`src/ripple_pkg.sv`:
```
/*
  Constants for the ripple divider block: variant codes, register offsets,
  field positions, reset values and the counting limits of the second section.
  Assumes a single 10 MHz clock domain and a 32-bit Avalon-MM register port.
*/
package ripple_pkg;
  localparam logic [1:0] VAR_TWELVE   = 2'h0;
  localparam logic [1:0] VAR_SIXTEEN  = 2'h1;
  localparam logic [1:0] VAR_DECADE   = 2'h2;
  localparam logic [1:0] VAR_BAD      = 2'h3;
  localparam logic [1:0] MODE_RESET   = VAR_TWELVE;

  localparam logic [3:0] OFS_MODE     = 4'h0;
  localparam logic [3:0] OFS_STATUS   = 4'h4;
  localparam logic [3:0] OFS_FALLS    = 4'h8;

  localparam int MODE_VAR_LSB   = 0;
  localparam int MODE_SOFT_A    = 4;
  localparam int MODE_SOFT_B    = 5;
  localparam int STAT_ZERO      = 4;
  localparam int STAT_NINE      = 5;
  localparam int STAT_WRAP      = 8;

  localparam logic [2:0]  SECT_RESET   = 3'h0;
  localparam logic [2:0]  SECT_STEP    = 3'h1;
  localparam logic [2:0]  LAST_TWELVE  = 3'h6;
  localparam logic [2:0]  SKIP_TWELVE  = 3'h2;
  localparam logic [2:0]  JUMP_TWELVE  = 3'h4;
  localparam logic [2:0]  LAST_SIXTEEN = 3'h7;
  localparam logic [2:0]  LAST_DECADE  = 3'h4;
  localparam logic [2:0]  NINE_SECT    = 3'h4;
  localparam logic        NINE_A       = 1'h1;
  localparam logic [15:0] FALLS_RESET  = 16'h0000;
  localparam logic [15:0] FALLS_STEP   = 16'h0001;

  localparam logic [1:0] RESP_OK      = 2'h0;
  localparam logic [1:0] RESP_DECODE  = 2'h3;
endpackage

```
`src/stage_if.sv`:
```
/*
  Carrier between the top level and its two counting sections.
  Assumes all members are driven in the clk domain of the top level.
*/
`timescale 1ns/1ps
interface stage_if;
  logic       fall_a;
  logic       fall_b;
  logic       clear_all;
  logic       preset_nine;
  logic [1:0] variant;
  logic       q_a;
  logic [2:0] q_sect;
  logic       sect_wrap;
  modport ctrl   (output fall_a, fall_b, clear_all, preset_nine, variant,
                  input  q_a, q_sect, sect_wrap);
  modport first  (input  fall_a, clear_all, preset_nine, output q_a);
  modport second (input  fall_b, clear_all, preset_nine, variant,
                  output q_sect, sect_wrap);
endinterface

```
`src/ripple_counter_dividers.sv`:
```
/*
  Ripple counter family: divide-by-twelve, 4-bit binary and decade variants,
  chosen by a mode register over Avalon-MM. Count and reset pins are sampled
  on clk; external wiring chains output A into the second-stage input.
  Assumes pins are synchronous to clk and a master that honours waitrequest.
*/
// Added by the designer: register access over Avalon-MM and the placing of the registers.
`timescale 1ns/1ps
module ripple_counter_dividers (
  input  wire logic        clk,
  input  wire logic        rst_n,
  input  wire logic        count_input_a,
  input  wire logic        divide_by_six_count_input,
  input  wire logic        stage_b_count_input,
  input  wire logic        divide_by_five_count_input,
  input  wire logic        zero_reset_first,
  input  wire logic        zero_reset_second,
  input  wire logic        nine_preset_first,
  input  wire logic        nine_preset_second,
  input  wire logic [3:0]  address,
  input  wire logic        read,
  input  wire logic        write,
  input  wire logic [31:0] writedata,
  input  wire logic [3:0]  byteenable,
  output logic      [31:0] readdata,
  output logic             waitrequest,
  output logic      [1:0]  response,
  output logic             output_a,
  output logic             output_b,
  output logic             output_c,
  output logic             output_d
);
  stage_if sif ();

  logic        prev_a;
  logic        prev_six;
  logic        prev_b;
  logic        prev_five;
  logic [1:0]  variant;
  logic        soft_a;
  logic        soft_b;
  logic        wrap_seen;
  logic [15:0] falls;
  logic        pin_fall_a;
  logic        pin_fall_b;
  logic        zero_req;
  logic        nine_req;
  logic        hold;
  logic        accept;
  logic        wr_access;
  logic        is_mode;
  logic        is_status;
  logic        is_falls;
  logic        mapped;
  logic [31:0] rd_value;

  // previous pin levels; reset low so a pin resting low gives no edge
  always_ff @(posedge clk) begin
    if (!rst_n) begin
      prev_a    <= 1'b0;
      prev_six  <= 1'b0;
      prev_b    <= 1'b0;
      prev_five <= 1'b0;
    end else begin
      prev_a    <= count_input_a;
      prev_six  <= divide_by_six_count_input;
      prev_b    <= stage_b_count_input;
      prev_five <= divide_by_five_count_input;
    end
  end

  assign pin_fall_a = prev_a & ~count_input_a;

  // only the second-stage pin of the chosen variant is heard
  always_comb begin
    case (variant)
      ripple_pkg::VAR_TWELVE: begin
        pin_fall_b = prev_six & ~divide_by_six_count_input;
      end
      ripple_pkg::VAR_DECADE: begin
        pin_fall_b = prev_five & ~divide_by_five_count_input;
      end
      default: begin
        pin_fall_b = prev_b & ~stage_b_count_input;
      end
    endcase
  end

  // reset decode: nine preset exists only on the decade variant
  assign zero_req = zero_reset_first & zero_reset_second;
  assign nine_req = (variant == ripple_pkg::VAR_DECADE)
                  & nine_preset_first & nine_preset_second;
  assign hold     = zero_req | nine_req;

  assign sif.clear_all   = zero_req & ~nine_req;
  assign sif.preset_nine = nine_req;
  assign sif.variant     = variant;
  // counting stalls while any reset holds; the driver must release both the zero and the nine request
  assign sif.fall_a = ~hold & (pin_fall_a | soft_a);
  assign sif.fall_b = ~hold & (pin_fall_b | soft_b);

  // A and the section share clear and preset, so both move together
  first_stage u_first (
    .clk   (clk),
    .rst_n (rst_n),
    .sif   (sif)
  );

  second_section u_second (
    .clk   (clk),
    .rst_n (rst_n),
    .sif   (sif)
  );

  // outputs D C B A come straight from the stage flip-flops
  assign output_a = sif.q_a;
  assign output_b = sif.q_sect[0];
  assign output_c = sif.q_sect[1];
  assign output_d = sif.q_sect[2];

  // bus slave: one wait cycle, then the access completes
  assign accept    = (read | write) & waitrequest;
  assign wr_access = write & ~waitrequest;
  assign is_mode   = (address == ripple_pkg::OFS_MODE);
  assign is_status = (address == ripple_pkg::OFS_STATUS);
  assign is_falls  = (address == ripple_pkg::OFS_FALLS);
  assign mapped    = is_mode | is_status | is_falls;

  always_ff @(posedge clk) begin
    if (!rst_n) begin
      waitrequest <= 1'b1;
    end else if (accept) begin
      waitrequest <= 1'b0;
    end else begin
      waitrequest <= 1'b1;
    end
  end

  // variant select; code 3 is refused and the old variant kept
  always_ff @(posedge clk) begin
    if (!rst_n) begin
      variant <= ripple_pkg::MODE_RESET;
    end else if (wr_access && is_mode && byteenable[0]
                 && writedata[ripple_pkg::MODE_VAR_LSB +: 2] != ripple_pkg::VAR_BAD) begin
      variant <= writedata[ripple_pkg::MODE_VAR_LSB +: 2];
    end
  end

  // software count strobes act like one falling edge each
  always_ff @(posedge clk) begin
    if (!rst_n) begin
      soft_a <= 1'b0;
      soft_b <= 1'b0;
    end else begin
      soft_a <= wr_access & is_mode & byteenable[0] & writedata[ripple_pkg::MODE_SOFT_A];
      soft_b <= wr_access & is_mode & byteenable[0] & writedata[ripple_pkg::MODE_SOFT_B];
    end
  end

  // sticky section wrap, write one to clear; a new wrap beats the clear
  always_ff @(posedge clk) begin
    if (!rst_n) begin
      wrap_seen <= 1'b0;
    end else if (sif.sect_wrap) begin
      wrap_seen <= 1'b1;
    end else if (wr_access && is_status && byteenable[1]
                 && writedata[ripple_pkg::STAT_WRAP]) begin
      wrap_seen <= 1'b0;
    end
  end

  // accepted first-stage pulses; a write clears, a same-cycle pulse counts
  always_ff @(posedge clk) begin
    if (!rst_n) begin
      falls <= ripple_pkg::FALLS_RESET;
    end else if (wr_access && is_falls && byteenable[0]) begin
      falls <= sif.fall_a ? ripple_pkg::FALLS_STEP : ripple_pkg::FALLS_RESET;
    end else if (sif.fall_a) begin
      falls <= falls + ripple_pkg::FALLS_STEP;
    end
  end

  always_comb begin
    rd_value = 32'h0000_0000;
    if (is_mode) begin
      rd_value[ripple_pkg::MODE_VAR_LSB +: 2] = variant;
    end else if (is_status) begin
      rd_value[3:0]                  = {output_d, output_c, output_b, output_a};
      rd_value[ripple_pkg::STAT_ZERO] = zero_req;
      rd_value[ripple_pkg::STAT_NINE] = nine_req;
      rd_value[ripple_pkg::STAT_WRAP] = wrap_seen;
    end else if (is_falls) begin
      rd_value[15:0] = falls;
    end
  end

  // read data and response settle at the accept edge, stand through completion
  always_ff @(posedge clk) begin
    if (!rst_n) begin
      readdata <= 32'h0000_0000;
      response <= ripple_pkg::RESP_OK;
    end else if (accept) begin
      readdata <= read ? rd_value : 32'h0000_0000;
      response <= mapped ? ripple_pkg::RESP_OK : ripple_pkg::RESP_DECODE;
    end
  end
endmodule

```
`src/first_stage.sv`:
```
/*
  Flip-flop A: the lone divide-by-two element.
  Assumes count pulses and reset levels arrive as single-cycle decisions.
*/
`timescale 1ns/1ps
module first_stage (
  input  wire logic clk,
  input  wire logic rst_n,
  stage_if.first    sif
);
  always_ff @(posedge clk) begin
    if (!rst_n) begin
      sif.q_a <= 1'b0;
    end else if (sif.clear_all) begin
      sif.q_a <= 1'b0;
    end else if (sif.preset_nine) begin
      sif.q_a <= ripple_pkg::NINE_A;
    end else if (sif.fall_a) begin
      sif.q_a <= ~sif.q_a;
    end
  end
endmodule

```
`src/second_section.sv`:
```
/*
  Second section: outputs B, C, D as a divide-by-six, -eight or -five chain.
  Assumes the variant code stays steady while pulses arrive.
*/
`timescale 1ns/1ps
module second_section (
  input  wire logic clk,
  input  wire logic rst_n,
  stage_if.second   sif
);
  logic [2:0] last;
  logic [2:0] next_sect;

  always_comb begin
    last      = ripple_pkg::LAST_SIXTEEN;
    next_sect = sif.q_sect + ripple_pkg::SECT_STEP;
    case (sif.variant)
      ripple_pkg::VAR_TWELVE: begin
        last = ripple_pkg::LAST_TWELVE;
        // mod-3 on C,B then D toggles: C /3, D /6
        if (sif.q_sect == ripple_pkg::SKIP_TWELVE) begin
          next_sect = ripple_pkg::JUMP_TWELVE;
        end
      end
      ripple_pkg::VAR_DECADE: begin
        last = ripple_pkg::LAST_DECADE;
      end
      default: begin
        last = ripple_pkg::LAST_SIXTEEN;
      end
    endcase
    if (sif.q_sect == last) begin
      next_sect = ripple_pkg::SECT_RESET;
    end
  end

  assign sif.sect_wrap = sif.fall_b & ~sif.clear_all & ~sif.preset_nine
                       & (sif.q_sect == last);

  always_ff @(posedge clk) begin
    if (!rst_n) begin
      sif.q_sect <= ripple_pkg::SECT_RESET;
    end else if (sif.clear_all) begin
      sif.q_sect <= ripple_pkg::SECT_RESET;
    end else if (sif.preset_nine) begin
      sif.q_sect <= ripple_pkg::NINE_SECT;
    end else if (sif.fall_b) begin
      sif.q_sect <= next_sect;
    end
  end
endmodule

```
`config.mk`:
```
export PLATFORM = sky130hd
export DESIGN_NAME = ripple_counter_dividers
export DESIGN_NICKNAME = d
export VERILOG_FILES = /design/src/ripple_pkg.sv /design/src/stage_if.sv /design/src/ripple_counter_dividers.sv /design/src/first_stage.sv /design/src/second_section.sv
export SDC_FILE = /design/constraint.sdc
export NUM_CORES = 1
export LEC_CHECK = 0
export ABC_AREA = 1
export BUFFER_PORTS_ARGS = -buffer_cell sky130_fd_sc_hd__buf_2
export CAP_MARGIN = 15
export CELL_PAD_IN_SITES_DETAIL_PLACEMENT = 0
export CELL_PAD_IN_SITES_GLOBAL_PLACEMENT = 1
export CORE_UTILIZATION = 36
export DETAILED_ROUTE_END_ITERATION = 16
export PLACE_DENSITY = 0.95
export SYNTH_ARGS = -nofsm -noshare
export SYNTH_HDL_FRONTEND = slang
export SYNTH_SLANG_ARGS = --single-unit
```
`constraint.sdc`:
```
create_clock -name clk -period 2.05 [get_ports clk]
set_input_delay 0.205 -clock clk [delete_from_list [all_inputs] [get_ports clk]]
set_output_delay 0.205 -clock clk [all_outputs]
set_load 0.01 [all_outputs]
```
=== After elaboration in Yosys (flattened, before gate mapping) ===
Cells that the tools add are included.

* Flip-flop bits (word level): 64
* Input port bits: 52
* Word-level logic and storage cells: 98

* Bitwise logic cells: 35
* Eq/ne operators: 6
* Add/sub/neg operators: 2
* Mux-type cells: 24
* Reduce and logical (&&, ||, !) cells: 16

{| class="wikitable"
|+ Operators with widths
! cell !! number
|-
| 16-bit 2-to-1 mux || 4
|-
| 1-bit bitwise AND || 19
|-
| 16-bit by 1-bit adder with 16-bit output, second input constant || 1
|-
| 3-bit 2-to-1 mux || 5
|-
| 14-bit 2-to-1 mux || 1
|-
| 1-bit NOT || 10
|-
| 1-bit logical AND || 8
|-
| 2-bit nonzero test || 4
|-
| 1-bit 2-to-1 mux || 7
|-
| 7-bit 2-to-1 mux || 1
|-
| 2-bit 2-to-1 mux || 3
|-
| 6-bit 2-to-1 mux || 1
|-
| 1-bit bitwise OR || 6
|-
| 4-bit by 3-bit equality test with 1-bit output, second input constant || 1
|-
| 4-bit equality test, second input constant || 1
|-
| 4-bit logical NOT || 1
|-
| 2-bit case mux with 2 select lines || 1
|-
| 3-bit by 1-bit adder with 3-bit output, second input constant || 1
|-
| 3-bit by 2-bit equality test with 1-bit output, second input constant || 1
|-
| 3-bit equality test || 1
|-
| 3-bit OR reduction || 1
|-
| 2-bit equality test, second input constant || 1
|-
| 2-bit logical NOT || 1
|-
| 2-bit != test, second input constant || 1
|-
| 2 further kinds || 2
|}

=== Longest topological paths before layout ===
* Depth in word-level cells: 10
* Depth in mapped cells: 10

=== Hierarchy ===
From an unflattened synthesis, not the netlist that was laid out.

* Cells, all modules: 378
* Area total of the unflattened synthesis: 2590.0 um^2

{| class="wikitable"
|+ Modules (own cells, without submodules)
! module !! cells an instance !! seq. area each (um^2) !! area each (um^2) !! times used
|-
| ripple_counter_dividers || 323 || 860.8 || 2277.2 || 1
|-
| second_section || 44 || 60.1 || 251.5 || 1
|-
| first_stage || 11 || 20.0 || 61.3 || 1
|}

=== Worst setup path after synthesis ===
OpenSTA, ideal clock, no wires.

* Kind: reg-to-reg
* Start: register falls[0]
* End: register falls[14]
* Library setup time: 110 ps
* Clock period less this slack: 1286 ps
* Buffers on the path: 0
* Arrival time: 1176 ps
* Path slack: 764 ps
* Stages on the path, launching flop included: 9
* Data required time: 1940 ps
* Cells stage by stage: dfxtp_1 ha_1 nand2_1 nor2_1 inv_1 nor2_1 nand4_1 nand2_1 nor2_1

* Word-level cells in the longest chain between the ends: 3

{| class="wikitable"
|+ Ends and longest elaborated chain
! what !! RTL line !! RTL
|-
| from (decl) || ripple_counter_dividers.sv:43 || <nowiki>logic [15:0] falls;</nowiki>
|-
| from (signal assigned) || ripple_counter_dividers.sv:175 || <nowiki>falls <= ripple_pkg::FALLS_RESET;</nowiki>
|-
| from (signal assigned) || ripple_counter_dividers.sv:177 || <nowiki>falls <= sif.fall_a ? ripple_pkg::FALLS_STEP : ripple_pkg::FALLS_RESET;</nowiki>
|-
| from (signal assigned) || ripple_counter_dividers.sv:179 || <nowiki>falls <= falls + ripple_pkg::FALLS_STEP;</nowiki>
|-
| 16-bit by 1-bit adder with 16-bit output || ripple_counter_dividers.sv:179 ||
|-
| 16-bit 2-to-1 mux || ripple_counter_dividers.sv:178 || <nowiki>end else if (sif.fall_a) begin</nowiki>
|-
| 16-bit 2-to-1 mux || ripple_counter_dividers.sv:176 || <nowiki>end else if (wr_access && is_falls && byteenable[0]) begin</nowiki>
|}

No other way between the ends. The select of a mux whose other input is x is not followed.
A chain may end at the register's enable or synchronous reset.

=== Worst setup path in the final report ===
* Start: register variant[1] (netlist: sif.variant[1])
* End: register falls[0]

* Word-level cells in the longest chain between the ends: 8
* Elaborated cells on any way between the ends: 9
* Classes of those cells: eq/ne (1); mux (2); bitwise (5); reduce/logical (1)

{| class="wikitable"
|+ Ends and longest elaborated chain
! what !! RTL line !! RTL
|-
| from (decl) || ripple_counter_dividers.sv:39 || <nowiki>logic [1:0] variant;</nowiki>
|-
| from (signal assigned) || ripple_counter_dividers.sv:142 || <nowiki>variant <= ripple_pkg::MODE_RESET;</nowiki>
|-
| from (signal assigned) || ripple_counter_dividers.sv:145 || <nowiki>variant <= writedata[ripple_pkg::MODE_VAR_LSB +: 2];</nowiki>
|-
| 2-bit equality test (*) || ripple_counter_dividers.sv:91 || <nowiki>assign nine_req = (variant == ripple_pkg::VAR_DECADE)</nowiki>
|-
| 1-bit bitwise AND (*) (2 in series) || ripple_counter_dividers.sv:92 || <nowiki>& nine_preset_first & nine_preset_second;</nowiki>
|-
| 1-bit bitwise OR (*) || ripple_counter_dividers.sv:93 || <nowiki>assign hold = zero_req | nine_req;</nowiki>
|-
| 1-bit NOT (*) || ripple_counter_dividers.sv:99 || <nowiki>assign sif.fall_a = ~hold & (pin_fall_a | soft_a);</nowiki>
|-
| 1-bit bitwise AND (*) || ripple_counter_dividers.sv:99 ||
|-
| 1-bit 2-to-1 mux || ripple_counter_dividers.sv:177 ||
|-
| 16-bit 2-to-1 mux || ripple_counter_dividers.sv:176 ||
|}

Mark *: on every way between the ends. The rest lies on a longest branch, timed or not.

==> qor.yml <==
status: "finished, violations left"
violations: "DRC"
setup-tns-final_ns: 0
critPathLaunchType: "flip-flop"
number_of_warnings_reported_in_the_yosys_synthesis_log: 0
pin_count_of_the_biggest_net_entering_global_routing: 24
netlist-cell-type-count: 28
detail_route.first_pass.iterations: 10
dieArea_um2: 7150
rows: 29
i_o_pin_total: 91
hold_class: "in -> reg"
min_period_ns: 1.58
maxClockFrequency_mhz: 634
multi_input_area_um2: 1200
grt_pass1_wl_um: 9070
clock-root-buffer: "clkbuf_8"
power_spent_charging_and_discharging_nets_uw: 425
chipHeight_um: 84.5
cts_repair_resize_count: 0
final_critical_path_setup_slack_ns: 0.472
share_seq_of_total_power_pct: 54.7
power_leakage_nw: 1.30
slew_headroom_pct: 62.2
switching_fraction_pct: 24.8
timing.max_cap.violations: 0
fp.dieW_um: 84.5
ir_worst_vdd_v: 0.000291
mostFrequentLayoutCells: "98 x nand2_1, 50 x inv_1, 47 x dfxtp_1, 45 x buf_2, 43 x nor2_1"
overflow: 0
via_count_of_the_first_global_routing_pass: 2066
min_period_over_period_pct: 77.0
yosys_register_bits: 47
routed-via-count: 2245
critPathMaxFanout: 23
cts.reportedPaths.clkPinSlew_ns: 0.09
busiest_layer: "met2"
power_report.internal_total_mw: 1.29
clkLatencyLatePin_ns: 0.29
cts.repair_timing.setup_buffer_count: 0
tightestPinTransition_ns: 0.562
initialDrtViolationCount: 165
cp.required_ns: 2.23
route.antenna.remaining_nets: 0
antennaDiodeCount: 0
max-clock-path-buffers: 2
post_route_cells_drive_above_1_share_pct: 16.8
tritoncts_buffers: 5
clockPowerShare_pct: 35.6
globalplace.congestion: 0.824
postSynthCellCount: 365
global_route.usage.met1_pct: 19.9
maxSlewViolCount: 0
setup-violations-final: 0
post_synth_instance_area_um2: 2450
hold_ws_ns: 0.101
detailedPlace.worstSlack_ns: 0.513
global_route.usage.met2_pct: 27.2
cts_tree: "built"
port_bufs: 45
timing.critical_path.arrival_ns: 1.76
layout.nets: 465
synthesis.area_per_instance_um2: 6.72
start_util_pct: 38.0
clock_net_sink_count: 47
drc: 4
groute.usage.overall_pct: 15.5
power.share.combinational_pct: 9.6
power.density_cell_area_nw_per_um2: 616
dp.final_hpwl_um: 4050
area.growth.synth_to_final_pct: 13.3
layout.filler_cells: 687
hold_fix_buffer_count_after_cts: 0
htreeDepth: 2
hold_violations: 0
clock_tree_skew_after_final_layout_ns: 0.00675
worst-setup-path-type: "reg -> reg"
m3_gr_usage_pct: 2.36
antenna_found_initial: 0
timing.critical_path.to_type: "flip-flop"
vias_per_cell: 4.60
seqCellArea_um2: 941
grt_setup_unrepaired: "no"
core_region_area_um2: 6460
fraction_of_the_yosys_area_taken_by_sequential_cells_pct: 38.4
wl_per_cell_um: 10.7
route.final.wire_length_um: 5220
final_common_cell: "nand2_1"
post-layout-total-power_mw: 1.71
[stage by stage]
step,cell area [µm²],util (%),cells
final,2780,43.0,488
after global routing,2780,43.0,488
after CTS,2780,43.0,488
after detailed placement,2670,41.4,480
after global placement,2670,41.4,480
after floorplan,2510,-,380
[per-layer routing]
metal	routed length [µm]	up-vias
li1	-	1201
met1	2490	988
met2	2490	50
met3	179	6
met4	63	0
met5	0	-
[synth_stat cells (all sizes together)]
cell	instances	area share, %
dfxtp	47	38
clkbuf	3	0.46
ha	3	1.5
o211ai	1	0.31
a31oi	1	0.51
nand3b	1	0.31
inv	52	8.0
o21ai	17	3.5
buf	21	6.5
xnor2	1	0.36
a21oi	39	8.0
xor2	1	0.36
nand3	20	5.2
nand4	6	1.5
nor2	48	8.4
nor3	2	0.41
nor4	1	0.26
conb	1	0.15
nand2	100	16
[worst max-delay path, stage by stage, from the launching register on]
cell	delay, ns
dfxtp_1	0.34
inv_1	0.13
nor2_2	0.07
nand2_1	0.17
nand3_2	0.16
nand2_4	0.25
inv_1	0.13
a21oi_1	0.17
nor2_1	0.05
[final timing paths]
check / start / endpoint / slack, ns / cells after the start
max reg2reg: sif.variant[1] / falls[0] / 0.47 / 8
min reg2reg: readdata[15] / readdata[15] / 0.46 / 2
min: stage_b_count_input / prev_b / 0.10 / 3
max: sif.variant[1] / falls[0] / 0.47 / 8
[power by group through the flow]
stage               Clock [mW]  Combinational [mW]  Sequential [mW]
floorplan                    0               0.134            0.959
global placement             0               0.162            0.957
detailed placement           0               0.165            0.958
CTS                      0.632               0.166            0.936
global route             0.667               0.187            0.938
finish                   0.610               0.164            0.936
[final cells by class]
| class | instances | share of cell area, % |
|---|---|---|
| inverters | 52 | 7.03 |
| well taps | 77 | 3.47 |
| clock buffers | 7 | 3.47 |
| clock inverters | 1 | 0.270 |
| repair buffers | 47 | 8.65 |
| multi-input cells | 257 | 43.2 |
| flip-flops and latches | 47 | 33.9 |
[kinds of logic (layout without fill, tap and decap cells)]
kind of cell               after synthesis  in the layout  synth area share [%]
AOI/OAI and AO/OA                       58             58                  12.2
xor gates and xnor gates                 2              2                 0.714
adders and majority gates                3              3                  1.53
buffers and inverters                   76            107                  14.9
DFF                                     47             47                  38.4
other                                    1             16                 0.153
and+or+nand+nor                        178            178                  32.0
[flip-flops by register name, summed over array words and instances, names as in the netlist]
name	count
u_second.sif.q_sect	3
falls	16
soft_a	1
sif.variant	2
soft_b	1
prev_b	1
wrap_seen	1
prev_a	1
waitrequest	1
prev_six	1
response	1
readdata	16
u_first.sif.q_a	1
prev_five	1
Power figures use the tool's default switching activity.
